### src/lcdc_pkg.sv
// Purpose: shared constants and types for the display-control decoder
// Assumes: 200 MHz clock, nominal oscillator 270 kHz
// Notes: register window reached over classic wishbone
package lcdc_pkg;
    // ----------------------------------------
    // register offsets (byte addresses)
    // ----------------------------------------
    localparam logic [3:0] ADR_CMD = 4'h0;
    localparam logic [3:0] ADR_STATUS = 4'h4;
    localparam logic [3:0] ADR_CONFIG = 4'h8;
    localparam logic [3:0] ADR_ADDR = 4'hC;
    // ----------------------------------------
    // config field positions
    // ----------------------------------------
    localparam int CFG_DISPLAY = 0;
    localparam int CFG_CURSOR = 1;
    localparam int CFG_BLINK = 2;
    localparam int CFG_FONT = 3;
    localparam int CFG_INVERT = 4;
    localparam int CFG_FOURLINE = 5;
    localparam int CFG_SHIFT_LSB = 8;
    localparam int CFG_SCROLL_LSB = 12;
    localparam int CFG_EXT = 16;
    localparam int CFG_SHSEL = 17;
    localparam int CFG_TWOLINE = 18;
    localparam int CFG_MOVES_LSB = 20;
    // ----------------------------------------
    // reset values and timing
    // ----------------------------------------
    localparam logic [6:0] ADDR_RST = 7'h00;
    localparam logic [7:0] SHIFT_CNT_RST = 8'h00;
    localparam int CLK_MHZ = 200;
    localparam int EXEC_NS = 39000;
    localparam int EXEC_CYC = (EXEC_NS * CLK_MHZ) / 1000;
    localparam int HALF_OSC_NS = 1852;
    localparam int HALF_OSC_CYC = (HALF_OSC_NS * CLK_MHZ + 999) / 1000;
    localparam int CNT_W = 14;

    typedef struct packed {
        logic display_on;
        logic cursor_on;
        logic blink_on;
        logic font_width_sel;
        logic cursor_invert;
        logic four_line_mode;
        logic two_line_mode;
        logic [3:0] shift_en;
        logic [3:0] scroll_en;
    } lcdc_disp_t;

    typedef struct packed {
        logic valid;
        logic display_sel;
        logic right;
    } lcdc_move_t;
endpackage

### src/lcdc_decoder.sv
// Purpose: display-control instruction decoder with busy indication
// Assumes: host keeps classic wishbone single-cycle framing
// Notes: a write to ADR_CMD is one instruction byte
//
// Implementation choices: the Wishbone interface to the registers and the placing of the registers.
`timescale 1ns/1ps

// Contract
// [RULE_01] display, cursor, blink bits when extension clear
// [RULE_02] extended set: font width, cursor inversion
// [RULE_03] low extended bit selects four-line mode
// [RULE_04] cursor/display shift, direction, 39us busy
// [RULE_05] shift enable per line, bit0 line one
// [RULE_06] scroll enable per line, bit0 line one
// [RULE_07] busy shown on top status bit
// [RULE_08] host polls busy before next instruction
// [RULE_09] host waits half oscillator after ready
// [RULE_10] function set writes extension select
// [RULE_11] function set writes shift/scroll select; code writes it only when the function set's extension bit cmd[2] is clear
// [RULE_12] status read gives busy and address
// [RULE_13] don't-care bits ignored, settings persist
// [RULE_14] busy held for full execution time
module lcdc_decoder (
    input wire logic clk_i,
    input wire logic rst_i,
    input wire logic cyc_i,
    input wire logic stb_i,
    input wire logic we_i,
    input wire logic [3:0] adr_i,
    input wire logic [3:0] sel_i,
    input wire logic [31:0] dat_i,
    output logic [31:0] dat_o,
    output logic ack_o,
    output lcdc_pkg::lcdc_disp_t disp_o,
    output lcdc_pkg::lcdc_move_t move_o,
    output logic busy_indication_o
);
    // ----------------------------------------
    // state
    // ----------------------------------------
    typedef enum logic [1:0] {
        LCDC_IDLE = 2'b00,
        LCDC_EXEC = 2'b01,
        LCDC_GAP = 2'b11
    } lcdc_state_t;

    lcdc_state_t state_ff;
    lcdc_state_t nxt_state;
    logic [lcdc_pkg::CNT_W-1:0] cnt_ff;
    logic [lcdc_pkg::CNT_W-1:0] nxt_cnt;
    logic ack_ff;
    logic [31:0] dat_ff;
    logic [2:0] disp_ctl_ff;
    logic [2:0] ext_fn_ff;
    logic two_line_ff;
    logic [3:0] shift_en_ff;
    logic [3:0] scroll_en_ff;
    lcdc_pkg::lcdc_disp_t disp_w;
    lcdc_pkg::lcdc_move_t move_ff;
    logic extension_select_ff;
    logic shift_scroll_select_ff;
    logic [6:0] address_counter_ff;
    logic [7:0] moves_ff;
    logic req;
    logic cmd_wr;
    logic [7:0] cmd;
    logic busy;

    function automatic logic [31:0] status_word(input logic b, input logic [6:0] a);
        status_word = {24'h000000, b, a};
    endfunction

    assign req = cyc_i && stb_i && !ack_ff;
    assign cmd_wr = req && we_i && sel_i[0] && (adr_i == lcdc_pkg::ADR_CMD);
    assign cmd = dat_i[7:0];
    assign busy = (state_ff == LCDC_EXEC);

    // ----------------------------------------
    // busy timing
    // ----------------------------------------
    // instructions arriving while busy are dropped; the host is expected to poll
    always_comb begin
        nxt_state = state_ff;
        nxt_cnt = cnt_ff;
        case (state_ff)
            LCDC_IDLE: begin
                if (cmd_wr) begin
                    nxt_state = LCDC_EXEC; // RULE_14
                    nxt_cnt = lcdc_pkg::CNT_W'(lcdc_pkg::EXEC_CYC - 1);
                end
            end
            LCDC_EXEC: begin
                if (cnt_ff == '0) begin
                    nxt_state = LCDC_GAP;
                    nxt_cnt = lcdc_pkg::CNT_W'(lcdc_pkg::HALF_OSC_CYC - 1);
                end else begin
                    nxt_cnt = cnt_ff - 1'b1; // RULE_14
                end
            end
            LCDC_GAP: begin
                // half oscillator period of settling the host must leave
                if (cnt_ff == '0) begin
                    nxt_state = LCDC_IDLE; // RULE_09
                end else begin
                    nxt_cnt = cnt_ff - 1'b1;
                end
            end
            default: begin
                nxt_state = LCDC_IDLE;
                nxt_cnt = '0;
            end
        endcase
    end

    always_ff @(posedge clk_i) begin
        if (rst_i) begin
            state_ff <= LCDC_IDLE;
            cnt_ff <= '0;
        end else begin
            state_ff <= nxt_state;
            cnt_ff <= nxt_cnt;
        end
    end

    // ----------------------------------------
    // instruction decode
    // ----------------------------------------
    // ----------------------------------------
    // instruction classes
    // ----------------------------------------
    function automatic logic is_func_set(input logic [7:0] c);
        is_func_set = (c[7:5] == 3'h1);
    endfunction

    function automatic logic is_disp_ctl(input logic [7:0] c);
        is_disp_ctl = (c[7:3] == 5'h01);
    endfunction

    function automatic logic is_shift_grp(input logic [7:0] c);
        is_shift_grp = (c[7:4] == 4'h1);
    endfunction

    // layout kept in one place so software sees the package positions
    function automatic logic [31:0] config_word(
        input lcdc_pkg::lcdc_disp_t d,
        input logic ext,
        input logic shsel,
        input logic [7:0] moves
    );
        config_word = '0;
        config_word[lcdc_pkg::CFG_DISPLAY] = d.display_on;
        config_word[lcdc_pkg::CFG_CURSOR] = d.cursor_on;
        config_word[lcdc_pkg::CFG_BLINK] = d.blink_on;
        config_word[lcdc_pkg::CFG_FONT] = d.font_width_sel;
        config_word[lcdc_pkg::CFG_INVERT] = d.cursor_invert;
        config_word[lcdc_pkg::CFG_FOURLINE] = d.four_line_mode;
        config_word[lcdc_pkg::CFG_SHIFT_LSB +: 4] = d.shift_en;
        config_word[lcdc_pkg::CFG_SCROLL_LSB +: 4] = d.scroll_en;
        config_word[lcdc_pkg::CFG_EXT] = ext;
        config_word[lcdc_pkg::CFG_SHSEL] = shsel;
        config_word[lcdc_pkg::CFG_TWOLINE] = d.two_line_mode;
        config_word[lcdc_pkg::CFG_MOVES_LSB +: 8] = moves;
    endfunction

    // ----------------------------------------
    // instruction decode
    // ----------------------------------------
    logic accept;
    logic acc_func;
    logic acc_disp;
    logic acc_shift;
    logic addr_wr;
    logic rd_req;

    // classes are disjoint, so no priority is needed between them
    assign accept = cmd_wr && (state_ff == LCDC_IDLE); // RULE_08
    assign acc_func = accept && is_func_set(cmd);
    assign acc_disp = accept && is_disp_ctl(cmd);
    assign acc_shift = accept && is_shift_grp(cmd);
    assign addr_wr = req && we_i && sel_i[0] && (adr_i == lcdc_pkg::ADR_ADDR);
    assign rd_req = req && !we_i;

    always_ff @(posedge clk_i) begin
        if (rst_i) begin
            extension_select_ff <= 1'b0;
        end else if (acc_func) begin
            extension_select_ff <= cmd[2]; // RULE_10
        end
    end

    always_ff @(posedge clk_i) begin
        if (rst_i) begin
            shift_scroll_select_ff <= 1'b0;
        end else if (acc_func && !cmd[2]) begin
            shift_scroll_select_ff <= cmd[1]; // RULE_11
        end
    end

    always_ff @(posedge clk_i) begin
        if (rst_i) begin
            two_line_ff <= 1'b0;
        end else if (acc_func) begin
            two_line_ff <= cmd[3]; // RULE_03
        end
    end

    always_ff @(posedge clk_i) begin
        if (rst_i) begin
            disp_ctl_ff <= 3'h0;
        end else if (acc_disp && !extension_select_ff) begin
            disp_ctl_ff <= cmd[2:0]; // RULE_01
        end
    end

    always_ff @(posedge clk_i) begin
        if (rst_i) begin
            ext_fn_ff <= 3'h0;
        end else if (acc_disp && extension_select_ff) begin
            ext_fn_ff <= cmd[2:0]; // RULE_02 RULE_03
        end
    end

    always_ff @(posedge clk_i) begin
        if (rst_i) begin
            shift_en_ff <= 4'h0;
        end else if (acc_shift && extension_select_ff && shift_scroll_select_ff) begin
            shift_en_ff <= cmd[3:0]; // RULE_05
        end
    end

    always_ff @(posedge clk_i) begin
        if (rst_i) begin
            scroll_en_ff <= 4'h0;
        end else if (acc_shift && extension_select_ff && !shift_scroll_select_ff) begin
            scroll_en_ff <= cmd[3:0]; // RULE_06
        end
    end

    // low two bits of the move are ignored
    always_ff @(posedge clk_i) begin
        if (rst_i) begin
            move_ff <= '0;
        end else begin
            move_ff.valid <= acc_shift && !extension_select_ff; // RULE_04 RULE_13
            if (acc_shift && !extension_select_ff) begin
                move_ff.display_sel <= cmd[3]; // RULE_04
                move_ff.right <= cmd[2]; // RULE_04
            end
        end
    end

    // wraps silently; only a debug aid
    always_ff @(posedge clk_i) begin
        if (rst_i) begin
            moves_ff <= lcdc_pkg::SHIFT_CNT_RST;
        end else if (acc_shift && !extension_select_ff) begin
            moves_ff <= moves_ff + 8'h01;
        end
    end

    // ----------------------------------------
    // wishbone slave
    // ----------------------------------------
    // one wait state; any address answers, unmapped reads zero
    always_ff @(posedge clk_i) begin
        if (rst_i) begin
            ack_ff <= 1'b0;
        end else begin
            ack_ff <= req;
        end
    end

    always_ff @(posedge clk_i) begin
        if (rst_i) begin
            address_counter_ff <= lcdc_pkg::ADDR_RST;
        end else if (addr_wr) begin
            address_counter_ff <= dat_i[6:0];
        end
    end

    always_ff @(posedge clk_i) begin
        if (rst_i) begin
            dat_ff <= '0;
        end else if (rd_req) begin
            case (adr_i)
                lcdc_pkg::ADR_STATUS: begin
                    dat_ff <= status_word(busy, address_counter_ff); // RULE_07 RULE_12
                end
                lcdc_pkg::ADR_CONFIG: begin
                    dat_ff <= config_word(disp_w, extension_select_ff,
                                          shift_scroll_select_ff, moves_ff);
                end
                lcdc_pkg::ADR_ADDR: begin
                    dat_ff <= status_word(1'b0, address_counter_ff);
                end
                default: begin
                    dat_ff <= '0;
                end
            endcase
        end
    end

    assign disp_w = {disp_ctl_ff, ext_fn_ff, two_line_ff, shift_en_ff, scroll_en_ff};
    assign ack_o = ack_ff;
    assign dat_o = dat_ff;
    assign disp_o = disp_w;
    assign move_o = move_ff;
    assign busy_indication_o = busy;
endmodule

### config.mk
export PLATFORM = sky130hd
export DESIGN_NAME = lcdc_decoder
export DESIGN_NICKNAME = d
export VERILOG_FILES = /design/src/lcdc_pkg.sv /design/src/lcdc_decoder.sv
export SDC_FILE = /design/constraint.sdc
export NUM_CORES = 1
export LEC_CHECK = 0
export BUFFER_PORTS_ARGS = -buffer_cell sky130_fd_sc_hd__buf_2
export CORE_MARGIN = 10
export CORE_UTILIZATION = 52
export DETAILED_ROUTE_END_ITERATION = 6
export GPL_ROUTABILITY_DRIVEN = 0
export PLACE_DENSITY_LB_ADDON = 0.08
export SETUP_SLACK_MARGIN = 0.4
export SLEW_MARGIN = 20
export SYNTH_ARGS = -nofsm -noshare
export SYNTH_HDL_FRONTEND = slang
export SYNTH_SLANG_ARGS = --single-unit
### constraint.sdc
create_clock -name clk_i -period 3 [get_ports clk_i]
set_input_delay 0.45 -clock clk_i [delete_from_list [all_inputs] [get_ports clk_i]]
set_output_delay 0.45 -clock clk_i [all_outputs]
set_load 0.01 [all_outputs]
# --- Word-level counts from Yosys, hierarchy flattened ---
# Index checks and enable logic that the tools add are counted.
# Widths: inputs -> output; s select.
word_totals:
  register_bits: 84
  in_bits: 45
  word_cells: 67
  out_inout_bits: 52
classes:
  addsub: 2
  n_mux: 9
  n_eq_ne: 12
  n_reduce_logical: 28
op_table:
  columns: ["operator", "count"]
  rows:
  - ["$pmux 28 s3", 1]
  - ["$mux 14", 3]
  - ["$pmux 14 s3", 1]
  - ["$logic_and 1x1->1", 18]
  - ["$logic_not 14->1", 1]
  - ["$sub 14x1->14 const B", 1]
  - ["$add 8x1->8 const B", 1]
  - ["$eq 4x4->1 const B", 2]
  - ["$mux 2", 3]
  - ["$ne 2x2->1 const B", 3]
  - ["$pmux 2 s3", 1]
  - ["$eq 5x1->1 const B", 1]
  - ["$logic_not 1->1", 5]
  - ["$eq 4x1->1 const B", 1]
  - ["$eq 4x3->1 const B", 1]
  - ["$logic_not 4->1", 1]
  - ["$eq 3x1->1 const B", 1]
  - ["$reduce_and 3->1", 1]
  - ["$eq 2x1->1 const B", 1]
  - ["$eq 2x2->1 const B", 1]
  - ["$logic_not 2->1", 1]
  - ["$ne 2x1->1 const B", 1]
  - ["$reduce_and 2->1", 1]

# --- Logic depth before layout (Yosys ltp) ---
# Gate-level depths: netlist (run 1).
depth:
  ltp_word: 9
  ltp_mapped: 8
  depth_no_buf: 7

# --- Worst setup path after synthesis (run 1) ---
# Ideal clock, no wire load.
synth_path:
  kind: "register to register"
  startpoint: "register cnt_ff[0] in the netlist's numbering"
  endpoint: "register cnt_ff[10] in the netlist's numbering"
  setup_ns: 0.119
  path_buffers: 1
  setup_slack_ns: 0.714
  required_time_ns: 2.881
  stages_incl_launch_ff: 9
  t_arrival_ns: 2.168
  synth_period_minus_slack_ns: 2.286
  cell_sequence: "dfxtp_1 -> inv_1 -> ha_1 -> or4b_2 -> or4_4 -> buf_6 -> o21ai_2 -> a21oi_1 -> o221a_2"
synth_via:
  elab_chain_cells: 3
  word_cells_on_any_way: 7
  cone_classes: "add/sub: 1; eq/ne: 1; mux: 3; reduce/logical: 2"
synth_lines:
  columns: ["element", "line", "text"]
  rows:
  - ["from (decl)", "lcdc_decoder.sv:49", "logic [lcdc_pkg::CNT_W-1:0] cnt_ff;"]
  - ["from (signal assigned)", "lcdc_decoder.sv:121", "cnt_ff <= nxt_cnt;"]
  - ["$sub 14x1->14 / $logic_not 14->1 (equally long branches)", null, null]
  - ["$mux 14, or another cell as far along", "lcdc_decoder.sv:102", "if (cnt_ff == '0) begin"]
  - ["$pmux 14 s3 / $reduce_and 2->1 (equally long branches)", null, null]
# Parallel ways exist; a longest one is shown, timed or not. The select of a mux whose other input is x is not followed.
# A chain may end at the register's enable or synchronous reset.

# --- Worst setup path in the final report (run 1) ---
layout_path:
  startpoint: "register cnt_ff[0] in the netlist's numbering"
  endpoint: "register cnt_ff[2] in the netlist's numbering"
# The elaborated chain is that of the path after synthesis.

==> run_results.csv, run 1 <==
group,metric,value,unit
status,status,"completed",
logic_synthesis,syn_inst,401,
global_routing,grt_pass1_vias,2795,
critical_path,rrSetupSlack,590,ps
sta,rsz0062_at_grt,"false",
die,die_w,102,um
global_routing,grt_use_met2,25.8,%
cells_and_area,drive_above_1_share,22.2,%
clock_tree,cts_max_level,3,
global_routing,grt.total_usage,15.7,%
route,wire_per_inst,15.5,um
global_routing,antenna_found_initial,0,
clock_tree,numCtsBuffers,9,
sta,period_share,80.4,%
power,p_per_area,477,nW/um^2
power,pwr-share-comb,5.5,%
power,vdd_drop_max,0.000289,V
placement,pre_cts_ws,495,ps
power,power_switching_share,25.8,%
power,p_int,1.42,mW
critical_path,startpoint,"cnt_ff[0]$_SDFFE_PP0P_",
sta,slew_headroom,59.9,%
critical_path,crit_fanout,7,
hold_path,hold_depth,3,
global_routing,gr-total-overflow,0,
logic_synthesis,ys_warn_count,0,
placement,hpwl,5850,um
critical_path,criticalPathCategory,"flip-flop to flip-flop",
die,coreArea,6390,sq um
placement,io_buffer_count,64,
clock_tree,clockBufferDepth,2,
run,drv_cap,0,
route,wirelength,8390,um
global_routing,top_usage_layer,"met2",
critical_path,crit_path_end_kind,"flip-flop",
clock_tree,path_clk_slew,90,ps
global_routing,met1_usage,18.6,%
critical_path,r2r-end,"cnt_ff[2]$_SDFFE_PP0P_",
logic_synthesis,synth-edff-count,0,
die,initial_core_util,54.1,%
clock_tree,cts_tree,"done",
clock_tree,cts-root-buf,"clkbuf_8",
route,avgViaCountPerCell,5.60,
clock_tree,clock-sinks,79,
die,die_area,10300,sq um
cells_and_area,areaGrowthSynthToFinish,16.1,%
sta,fmax,415,MHz
logic_synthesis,async_flop_share,0,%
power,power_switching,0.494,mW
route,drc_errors,0,
sta,finalMaxSlewViolations,0,
logic_synthesis,yosysSeqAreaShare,45.8,%
logic_synthesis,synth_cell_types,49,
critical_path,reg2reg_depth,8,
global_routing,grt_max_degree,60,
sta,layout_min_cycle_time,2410,ps
route,route.vias.total,3033,
cells_and_area,num_antenna_cells,0,
global_routing,grt_pass1_wl,13300,um
global_routing,grtUsageMet3,4.29,%
sta,layout_setup_ws,589,ps
sta,worstMarginPinSlew,602,ps
die,rows,29,
sta,skew,11.2,ps
die,die_h,102,um
sta,hold_violations,0,
critical_path,arrival,2700,ps
cells_and_area,layout_common_cells,"79 x dfxtp_1, 64 x buf_2, 62 x nor2_1",
cells_and_area,final_common_cell,"dfxtp_1",
power,seqPwrFrac,55.1,%
sta,finalSetupTns,0,ps
clock_tree,clkLatencyLatePin,350,ps
critical_path,crit_required,3290,ps
hold_path,hp-class,"input pin to flip-flop",
critical_path,cp-start-kind,"flip-flop",
power,p_leak,1.74,nW
cells_and_area,final_nets,508,
route,drt-initial-drc-count,117,
logic_synthesis,ys.flop_type,"dfxtp_1",
logic_synthesis,syn_avg_cell_area,8.61,sq um
sta,setup_viol,0,
route,detail_route.first_pass.iterations,4,
logic_synthesis,synth_area,3450,sq um
power,power_frac_clock,39.4,%
die,pin_count,97,
route,antenna_left,0,
critical_path,r2r_start,"cnt_ff[0]$_SDFFE_PP0P_",
logic_synthesis,synth-seq-cells,79,
critical_path,cp-endpoint,"cnt_ff[2]$_SDFFE_PP0P_",
area by class of cell:
class	count	area (sq um)
Inverter	7	26.3
Multi-Input combinational cell	289	1720
Clock inverter	6	50.0
Clock buffer	10	138
Sequential cell	79	1580
Fill cell	609	2380
Timing Repair Buffer	74	395
Tap cell	77	96.3
how the worst min path moves through the flow:
| stage | from | end |
|---|---|---|
| floorplan | two_line_ff$_SDFFE_PP0P_ | two_line_ff$_SDFFE_PP0P_ |
| global placement | dat_o[3]$_SDFFE_PP0P_ | dat_o[3]$_SDFFE_PP0P_ |
| detailed placement | dat_o[3]$_SDFFE_PP0P_ | dat_o[3]$_SDFFE_PP0P_ |
| CTS | dat_i[6] | address_counter_ff[6]$_SDFFE_PP0P_ |
| global route | dat_i[6] | address_counter_ff[6]$_SDFFE_PP0P_ |
| finish | dat_i[6] | address_counter_ff[6]$_SDFFE_PP0P_ |
cell families after synthesis:
| family | share of synthesized area [%] |
|---|---|
| other | 0.109 |
| adder cells (fa/ha/maj) | 1.09 |
| AND/OR/NAND/NOR | 24.6 |
| multiplexers | 6.08 |
| flip-flops | 45.8 |
| XOR/XNOR | 2.28 |
| AO/OA/AOI/OAI | 15.1 |
| buffers and inverters | 4.96 |
registers in the layout, indices dropped and copies added (netlist names):
name,count
move_o,3
cnt_ff,14
shift_en_ff,4
disp_ctl_ff,3
scroll_en_ff,4
shift_scroll_select_ff,1
ext_fn_ff,3
ack_o,1
extension_select_ff,1
dat_o,27
moves_ff,8
two_line_ff,1
address_counter_ff,7
state_ff,2
Yosys cell counts (all sizes together), types with 5 or more instances:
master	number	share of area, %
nor2	62	6.7
nand3	14	2.0
nand4	10	1.8
nand2	35	3.8
xor2	8	2.0
nor3	8	1.2
clkbuf	20	2.2
mux2i	21	6.1
nor4	5	1.1
a21oi	24	3.5
o21ai	18	3.0
inv	7	0.76
a22oi	19	4.1
buf	10	2.0
or4	5	1.3
dfxtp	79	46
per-layer routing:
metal  vias to the layer above  wire [um]
met1                      1432       3650
li1                       1519          -
met5                         -          0
met2                        72       3980
met4                         0        136
met3                        10        613
stage by stage:
stage               instance area [sq um]  hold slack [ps]  cells  total power, mW  util, %
floorplan                            3470              449    405             1.15        -
global placement                     3800              437    524             1.18     59.5
detailed placement                   3800              445    524             1.18     59.5
CTS                                  3990              334    540             1.93     62.5
global route                         4010              341    542             1.98     62.8
finish                               4010              346    542             1.91     62.8
timing repair:
item | in CTS | in global routing
gates resized for setup | 0 | 1
hold buffers | 0 | 0
setup endpoints to repair | 0 | 5
hold endpoints to repair | 0 | 0
buffers inserted | 0 | 2
power by group through the flow:
stage                     sequential, mW  clock [mW]  combinational [mW]
after floorplan                     1.08           0              0.0756
after global placement              1.08           0               0.101
after detailed placement            1.08           0               0.102
after CTS                           1.05       0.773               0.103
after global routing                1.05       0.812               0.116
final                               1.05       0.753               0.104
critical path: stages (launching register included):
cell     delay (ps)
dfxtp_1         340
inv_1           100
ha_1            140
or4b_2          640
or4_4           510
o21ai_4         190
buf_4           150
o21a_1          100
o221a_2         170
Power figures use the tool's default switching activity.
==> inputs of run 2 (changes only) <==
--- a/config.mk
+++ b/config.mk
@@ -5,9 +5,10 @@
 export SDC_FILE = /design/constraint.sdc
 export NUM_CORES = 1
 export LEC_CHECK = 0
+export ABC_AREA = 1
 export BUFFER_PORTS_ARGS = -buffer_cell sky130_fd_sc_hd__buf_2
 export CORE_MARGIN = 10
-export CORE_UTILIZATION = 52
+export CORE_UTILIZATION = 48
 export DETAILED_ROUTE_END_ITERATION = 6
 export GPL_ROUTABILITY_DRIVEN = 0
 export PLACE_DENSITY_LB_ADDON = 0.08
==> constraint.sdc (replaced) <==
create_clock -name clk_i -period 2.05 [get_ports clk_i]
set_input_delay 0.3075 -clock clk_i [delete_from_list [all_inputs] [get_ports clk_i]]
set_output_delay 0.3075 -clock clk_i [all_outputs]
set_load 0.01 [all_outputs]
==> run 2 against run 1 <==
  * Clock-buffer cell count decreased by 1
  * Largest power group unchanged
  * Power increased by 130%
  * Highest routed layer unchanged
  * Wire length increased by 12%
  * Clock power increased by 58%
  * First-iteration DRC count increased by 26%
  * Clock skew about the same
  * Sequential power increased by 68%
  * Critical endpoint is now busy_indication_o
  * Worst setup slack got worse by 61 ps
==> run_results.csv, run 2 <==
group,metric,value,unit
route,detail_route.first_pass.iterations,4,
critical_path,cp-start-kind,"flip-flop",
logic_synthesis,syn_inst,524,
critical_path,criticalPathCategory,"flip-flop to output port",
logic_synthesis,synth_most_common_cell,"nand2_1",
sta,fmax,657,MHz
hold_path,hold_depth,3,
global_routing,grt_pass1_wl,15000,um
logic_synthesis,synth_cell_types,31,
sta,finalMaxSlewViolations,0,
logic_synthesis,synth_compound_area_share,12.0,%
cells_and_area,largest_reg_flops,27,
route,drc_errors,0,
logic_synthesis,yosys.area_share.simple,34.1,%
hold_path,hold_start,"dat_i[0]",
logic_synthesis,muxShareOfSynthArea,0,%
critical_path,crit_fanout,8,
placement,dp.cells,675,
global_routing,grt_pass1_vias,3201,
sta,hold_violations,0,
logic_synthesis,synth-seq-cells,79,
sta,layout_setup_ws,528,ps
critical_path,crit_path_end_kind,"output port",
placement,io_buffer_count,64,
global_routing,grt_max_degree,46,
power,p_leak,2.05,nW
die,die_w,108,um
logic_synthesis,synth_top_area_share,42.5,%
route,drt-initial-drc-count,147,
placement,pre_cts_ws,393,ps
route,wire_per_inst,13.5,um
global_routing,antenna_found_initial,0,
power,vdd_drop_max,0.000632,V
sta,hold_ws,218,ps
power,p_per_area,1000,nW/um^2
logic_synthesis,synth_adder_area_share,1.01,%
cells_and_area,final_nets,635,
sta,setup_viol,0,
die,initial_core_util,48.7,%
global_routing,grtUsageMet3,4.46,%
route,antenna_left,0,
clock_tree,path_clk_slew,90,ps
logic_synthesis,synth-edff-count,0,
critical_path,arrival,1210,ps
run,drv_cap,0,
logic_synthesis,syn_avg_cell_area,7.10,sq um
status,status,"completed",
critical_path,r2r_start,"cnt_ff[5]$_SDFFE_PP0P_",
die,coreArea,7650,sq um
global_routing,grt_use_met2,24.0,%
logic_synthesis,synth_common_cells,"122 x nand2_1, 95 x nor2_1, 79 x dfxtp_1",
logic_synthesis,ys.flop_type,"dfxtp_1",
critical_path,crit_slowest_cell,"dfxtp_4",
critical_path,rrSetupSlack,570,ps
global_routing,met1_usage,20.6,%
cells_and_area,final_common_cell,"nand2_1",
logic_synthesis,synth.largest_area_cell,"dfxtp_1",
placement,hpwl,6780,um
sta,skew,11.6,ps
clock_tree,cts-root-buf,"clkbuf_8",
clock_tree,holdBufCountCts,0,
sta,rsz0062_at_grt,"false",
die,pin_count,97,
critical_path,critPathMaxStageDelay,410,ps
logic_synthesis,synth_top_family_by_area,"simple AND/OR/NAND/NOR gates",
logic_synthesis,ys_warn_count,0,
route,avgViaCountPerCell,5.02,
clock_tree,cts_max_level,3,
cells_and_area,num_antenna_cells,0,
sta,finalSetupTns,0,ps
cells_and_area,drive_above_1_share,19.8,%
cells_and_area,stdcell_count,694,
die,rows,32,
sta,layout_min_cycle_time,1520,ps
route,wirelength,9400,um
cells_and_area,areaGrowthSynthToFinish,16.6,%
sta,period_share,74.3,%
cells_and_area,layout_common_cells,"121 x nand2_1, 93 x nor2_1, 78 x dfxtp_1",
clock_tree,clockBufferDepth,2,
logic_synthesis,synth_area_leaders,"dfxtp_1 43%, nand2_1 12%, nor2_1 9.6%",
global_routing,grt.total_usage,15.6,%
logic_synthesis,yosysSeqAreaShare,42.5,%
critical_path,path_cells,"inv_1, nor2_2, buf_2",
die,die_h,108,um
critical_path,crit_required,1740,ps
hold_path,hp-class,"input pin to flip-flop",
logic_synthesis,synth_area,3720,sq um
clock_tree,clock-sinks,79,
route,route.vias.total,3484,
critical_path,reg2reg_depth,8,
logic_synthesis,async_flop_share,0,%
die,die_area,11700,sq um
critical_path,r2r-end,"cnt_ff[6]$_SDFFE_PP0P_",
clock_tree,clkLatencyLatePin,350,ps
global_routing,gr-total-overflow,0,
logic_synthesis,synth-xor-area-share,1.88,%
global_routing,top_usage_layer,"met2",
hold_path,hold_path_end,"disp_ctl_ff[0]$_SDFFE_PP0P_",
clock_tree,cts_tree,"done",
clock_tree,numCtsBuffers,9,
-- run 2: cell types whose count changed in the layout (fill, tap and decap cells not counted), sizes merged, moves of 5 or more --
| cell | delta |
|---|---|
| a21oi | +11 |
| inv | +41 |
| mux2i | -21 |
| nand2 | +89 |
| nand3 | +14 |
| nand4 | +8 |
| nor2 | +46 |
| nor3 | -6 |
| nor4 | -5 |
| o21ai | +6 |
| or4 | -5 |
-- run 2: cell type report --
type	instances	area, sq um
fill	775	3310
multi-input combinational	378	1870
sequential	79	1590
timing repair buffer	70	365
inverter	49	190
tap	102	128
clock buffer	9	124
clock inverter	7	77.6
-- run 2: where the power goes --
part	total (mW)	internal, mW	switching [mW]	leakage [nW]
clock network	1.19	0.576	0.613	0.101
registers	1.76	1.64	0.118	0.639
logic	1.41	0.449	0.964	1.31
-- run 2: cell families (layout without fill, tap and decap cells) --
family,count (synthesis),count (layout)
other,1,5
adders and majority gates,3,3
DFF,79,79
buffers and inverters,72,135
xor gates and xnor gates,8,8
AOI/OAI and AO/OA,79,79
and+or+nand+nor,282,283
-- run 2: through the flow --
stage	instance area (sq um)	util [%]	power, mW
2_1_floorplan	3740	-	2.85
3_3_place_gp	4090	53.4	3.11
3_5_place_dp	4090	53.4	3.15
4_1_cts	4290	56.1	4.34
5_1_grt	4340	56.8	4.67
6_report	4340	56.8	4.36
-- run 2: worst max-delay path: cells and delay by family (launching register included) --
kind | cells | cell delay, ps
buffers and inverters | 2 | 280
flip-flops | 1 | 410
AND/OR/NAND/NOR | 1 | 180
-- run 2: per-layer routing --
metal / share of wire (%) / vias to the layer above
met1: 47 / 1587
li1: - / 1809
met2: 44 / 82
met4: 0.84 / 0
met5: 0 / -
met3: 7.8 / 6
-- run 2: what timing repair did --
action	CTS	global route
setup endpoints to repair	1	39
setup buffers	0	2
gates cloned	0	1
pin swaps	0	2
resized for setup	2	6
endpoints found under the hold margin	0	0
-- run 2: how the worst max path moves through the flow --
stage | startpoint | depth (start not counted) | slack (ps) | end
6_report | state_ff[0]$_SDFFE_PP0P_ | 3 | 530 | busy_indication_o
5_1_grt | cnt_ff[5]$_SDFFE_PP0P_ | 8 | 410 | cnt_ff[5]$_SDFFE_PP0P_
4_1_cts | ack_o$_SDFF_PP0_ | 7 | 450 | dat_o[8]$_SDFFE_PP0P_
3_5_place_dp | adr_i[1] | 7 | 390 | disp_ctl_ff[0]$_SDFFE_PP0P_
3_3_place_gp | adr_i[1] | 7 | 410 | disp_ctl_ff[0]$_SDFFE_PP0P_
2_1_floorplan | ack_o$_SDFF_PP0_ | 9 | 680 | moves_ff[2]$_SDFFE_PP0P_
==> inputs of run 3 (changes only) <==
==> constraint.sdc (replaced) <==
create_clock -name clk_i -period 1.4 [get_ports clk_i]
set_input_delay 0.21 -clock clk_i [delete_from_list [all_inputs] [get_ports clk_i]]
set_output_delay 0.21 -clock clk_i [all_outputs]
set_load 0.01 [all_outputs]
==> run 3 against run 2 <==
  * The flow now finishes with violations (negative setup slack)
  * Die area did not move
  * Sequential power rose by 47%
  * Power rose by 82%
  * Global-route usage rose by 4.5 points
  * Via count rose by 21%
  * Final area rose by 42%
  * Highest routed layer unchanged
==> run_results.csv, run 3 (synthesized netlist as in run 2, its figures left out) <==
group,metric,value,unit
route,drc_errors,0,
route,antenna_left,0,
status,status,"finished, violations left",
run,drv_cap,0,
die,pin_count,97,
sta,hold_ws,117,ps
die,die_area,11700,sq um
global_routing,gr-total-overflow,0,
placement,pre_cts_ws,-14.8,ps
power,p_int,4.80,mW
sta,rsz0062_at_grt,"true",
die,rows,32,
route,wirelength,13100,um
global_routing,grt.total_usage,20.1,%
sta,finalSetupTns,-31.0,ps
cells_and_area,drive_above_1_share,53.0,%
clock_tree,holdBufCountCts,0,
clock_tree,cts-root-buf,"clkbuf_8",
route,detail_route.first_pass.iterations,5,
sta,slew_headroom,60.4,%
clock_tree,path_clk_slew,100,ps
sta,skew,15.7,ps
sta,fmax,699,MHz
status,violations,"negative setup slack",
cells_and_area,areaGrowthSynthToFinish,65.5,%
cells_and_area,num_antenna_cells,0,
cells_and_area,postLayoutCoreUtil,80.5,%
power,seqPwrFrac,32.5,%
sta,hold_violations,0,
cells_and_area,final_common_cell,"nand2_1",
power,power_frac_clock,22.9,%
clock_tree,clkLatencyLatePin,370,ps
placement,hpwl,7010,um
power,power_switching,3.15,mW
sta,setup_viol,2,
cells_and_area,layout_common_cells,"98 x nand2_1, 82 x nor2_1, 78 x buf_4",
clock_tree,clockBufferDepth,2,
die,die_w,108,um
route,wire_per_inst,16.5,um
critical_path,criticalPathCategory,"flip-flop to flip-flop",
clock_tree,cts_tree,"done",
placement,io_buffer_count,64,
sta,finalMaxSlewViolations,0,
critical_path,arrival,1720,ps
sta,layout_setup_ws,-30.1,ps
cells_and_area,largest_reg_flops,27,
power,totalPowerFinal,7.94,mW
sta,worstMarginPinSlew,594,ps
global_routing,grt_pass1_vias,3912,
route,avgViaCountPerCell,5.28,
power,vdd_drop_max,0.000824,V
global_routing,grt_pass1_wl,19000,um
power,pwr-share-comb,44.5,%
global_routing,grt_max_degree,46,
hold_path,hp-class,"input pin to flip-flop",
clock_tree,numCtsBuffers,9,
critical_path,crit_path_end_kind,"flip-flop",
die,coreArea,7650,sq um
critical_path,cp-start-kind,"flip-flop",
critical_path,crit_required,1690,ps
route,drt-initial-drc-count,229,
sta,layout_min_cycle_time,1430,ps
sta,period_share,102,%
critical_path,crit_fanout,5,
die,initial_core_util,48.7,%
global_routing,antenna_found_initial,0,
cells_and_area,final_nets,737,
power,p_per_area,1290,nW/um^2
power,power_switching_share,39.6,%
clock_tree,clock-sinks,79,
die,die_h,108,um
power,p_leak,2.74,nW
route,route.vias.total,4201,
clock_tree,cts_max_level,3,
-- run 3: changes by cell type in the layout (fill, tap and decap cells not counted), sizes merged --
cell	before	now
clkbuf	9	11
clkinvlp	2	1
buf	70	167
inv	51	55
-- run 3: area by class of cell --
type / count / area [sq um]
Timing Repair inverter: 3 / 37.5
Sequential cell: 79 / 1660
Timing Repair Buffer: 169 / 1600
Fill cell: 493 / 1490
Clock inverter: 7 / 80.1
Clock buffer: 9 / 124
Inverter: 49 / 204
Tap cell: 102 / 128
Multi-Input combinational cell: 378 / 2330
-- run 3: worst paths after layout --
check	from	to	slack, ps	cells after the start
worst max-delay path	moves_ff[0]$_SDFFE_PP0P_	moves_ff[6]$_SDFFE_PP0P_	-30	7
worst min register to register	dat_o[4]$_SDFFE_PP0P_	dat_o[4]$_SDFFE_PP0P_	470	2
worst max register to register	moves_ff[0]$_SDFFE_PP0P_	moves_ff[6]$_SDFFE_PP0P_	-30	7
worst min-delay path	dat_i[1]	shift_scroll_select_ff$_SDFFE_PP0P_	120	3
-- run 3: repair_timing --
action	in CTS	in global routing
buffers inserted	43	25
pin swaps	28	29
endpoints found under the setup margin	125	125
gates cloned	6	1
resized for setup	158	79
-- run 3: worst max-delay path, cell delays in order (launching register included) --
cell	delay, ps
dfxtp_2	390
ha_1	190
nand2_1	90
nor2_1	120
nand2_1	70
xnor2_1	230
nand3_2	130
a21oi_2	140
-- run 3: through the flow --
stage | cell area [sq um] | cells
floorplan | 3890 | 528
global placement | 4480 | 705
detailed placement | 4480 | 705
CTS | 5650 | 770
global route | 6160 | 796
finish | 6160 | 796
-- run 3: per-layer routing --
layer	global-route usage, %	vias to the layer above	wire (um)
met3	4.82	36	770
li1	-	2025	-
met5	0	-	0
met4	8.30	0	340
met1	23.6	1992	5360
met2	34.2	148	6650
-- run 3: power groups by stage --
stage | combinational [mW] | sequential (mW) | clock [mW]
final | 3.54 | 2.59 | 1.82
after global routing | 3.87 | 2.60 | 1.94
after CTS | 3.01 | 2.56 | 1.81
after detailed placement | 2.53 | 2.58 | 0
after global placement | 2.49 | 2.57 | 0
after floorplan | 1.75 | 2.56 | 0
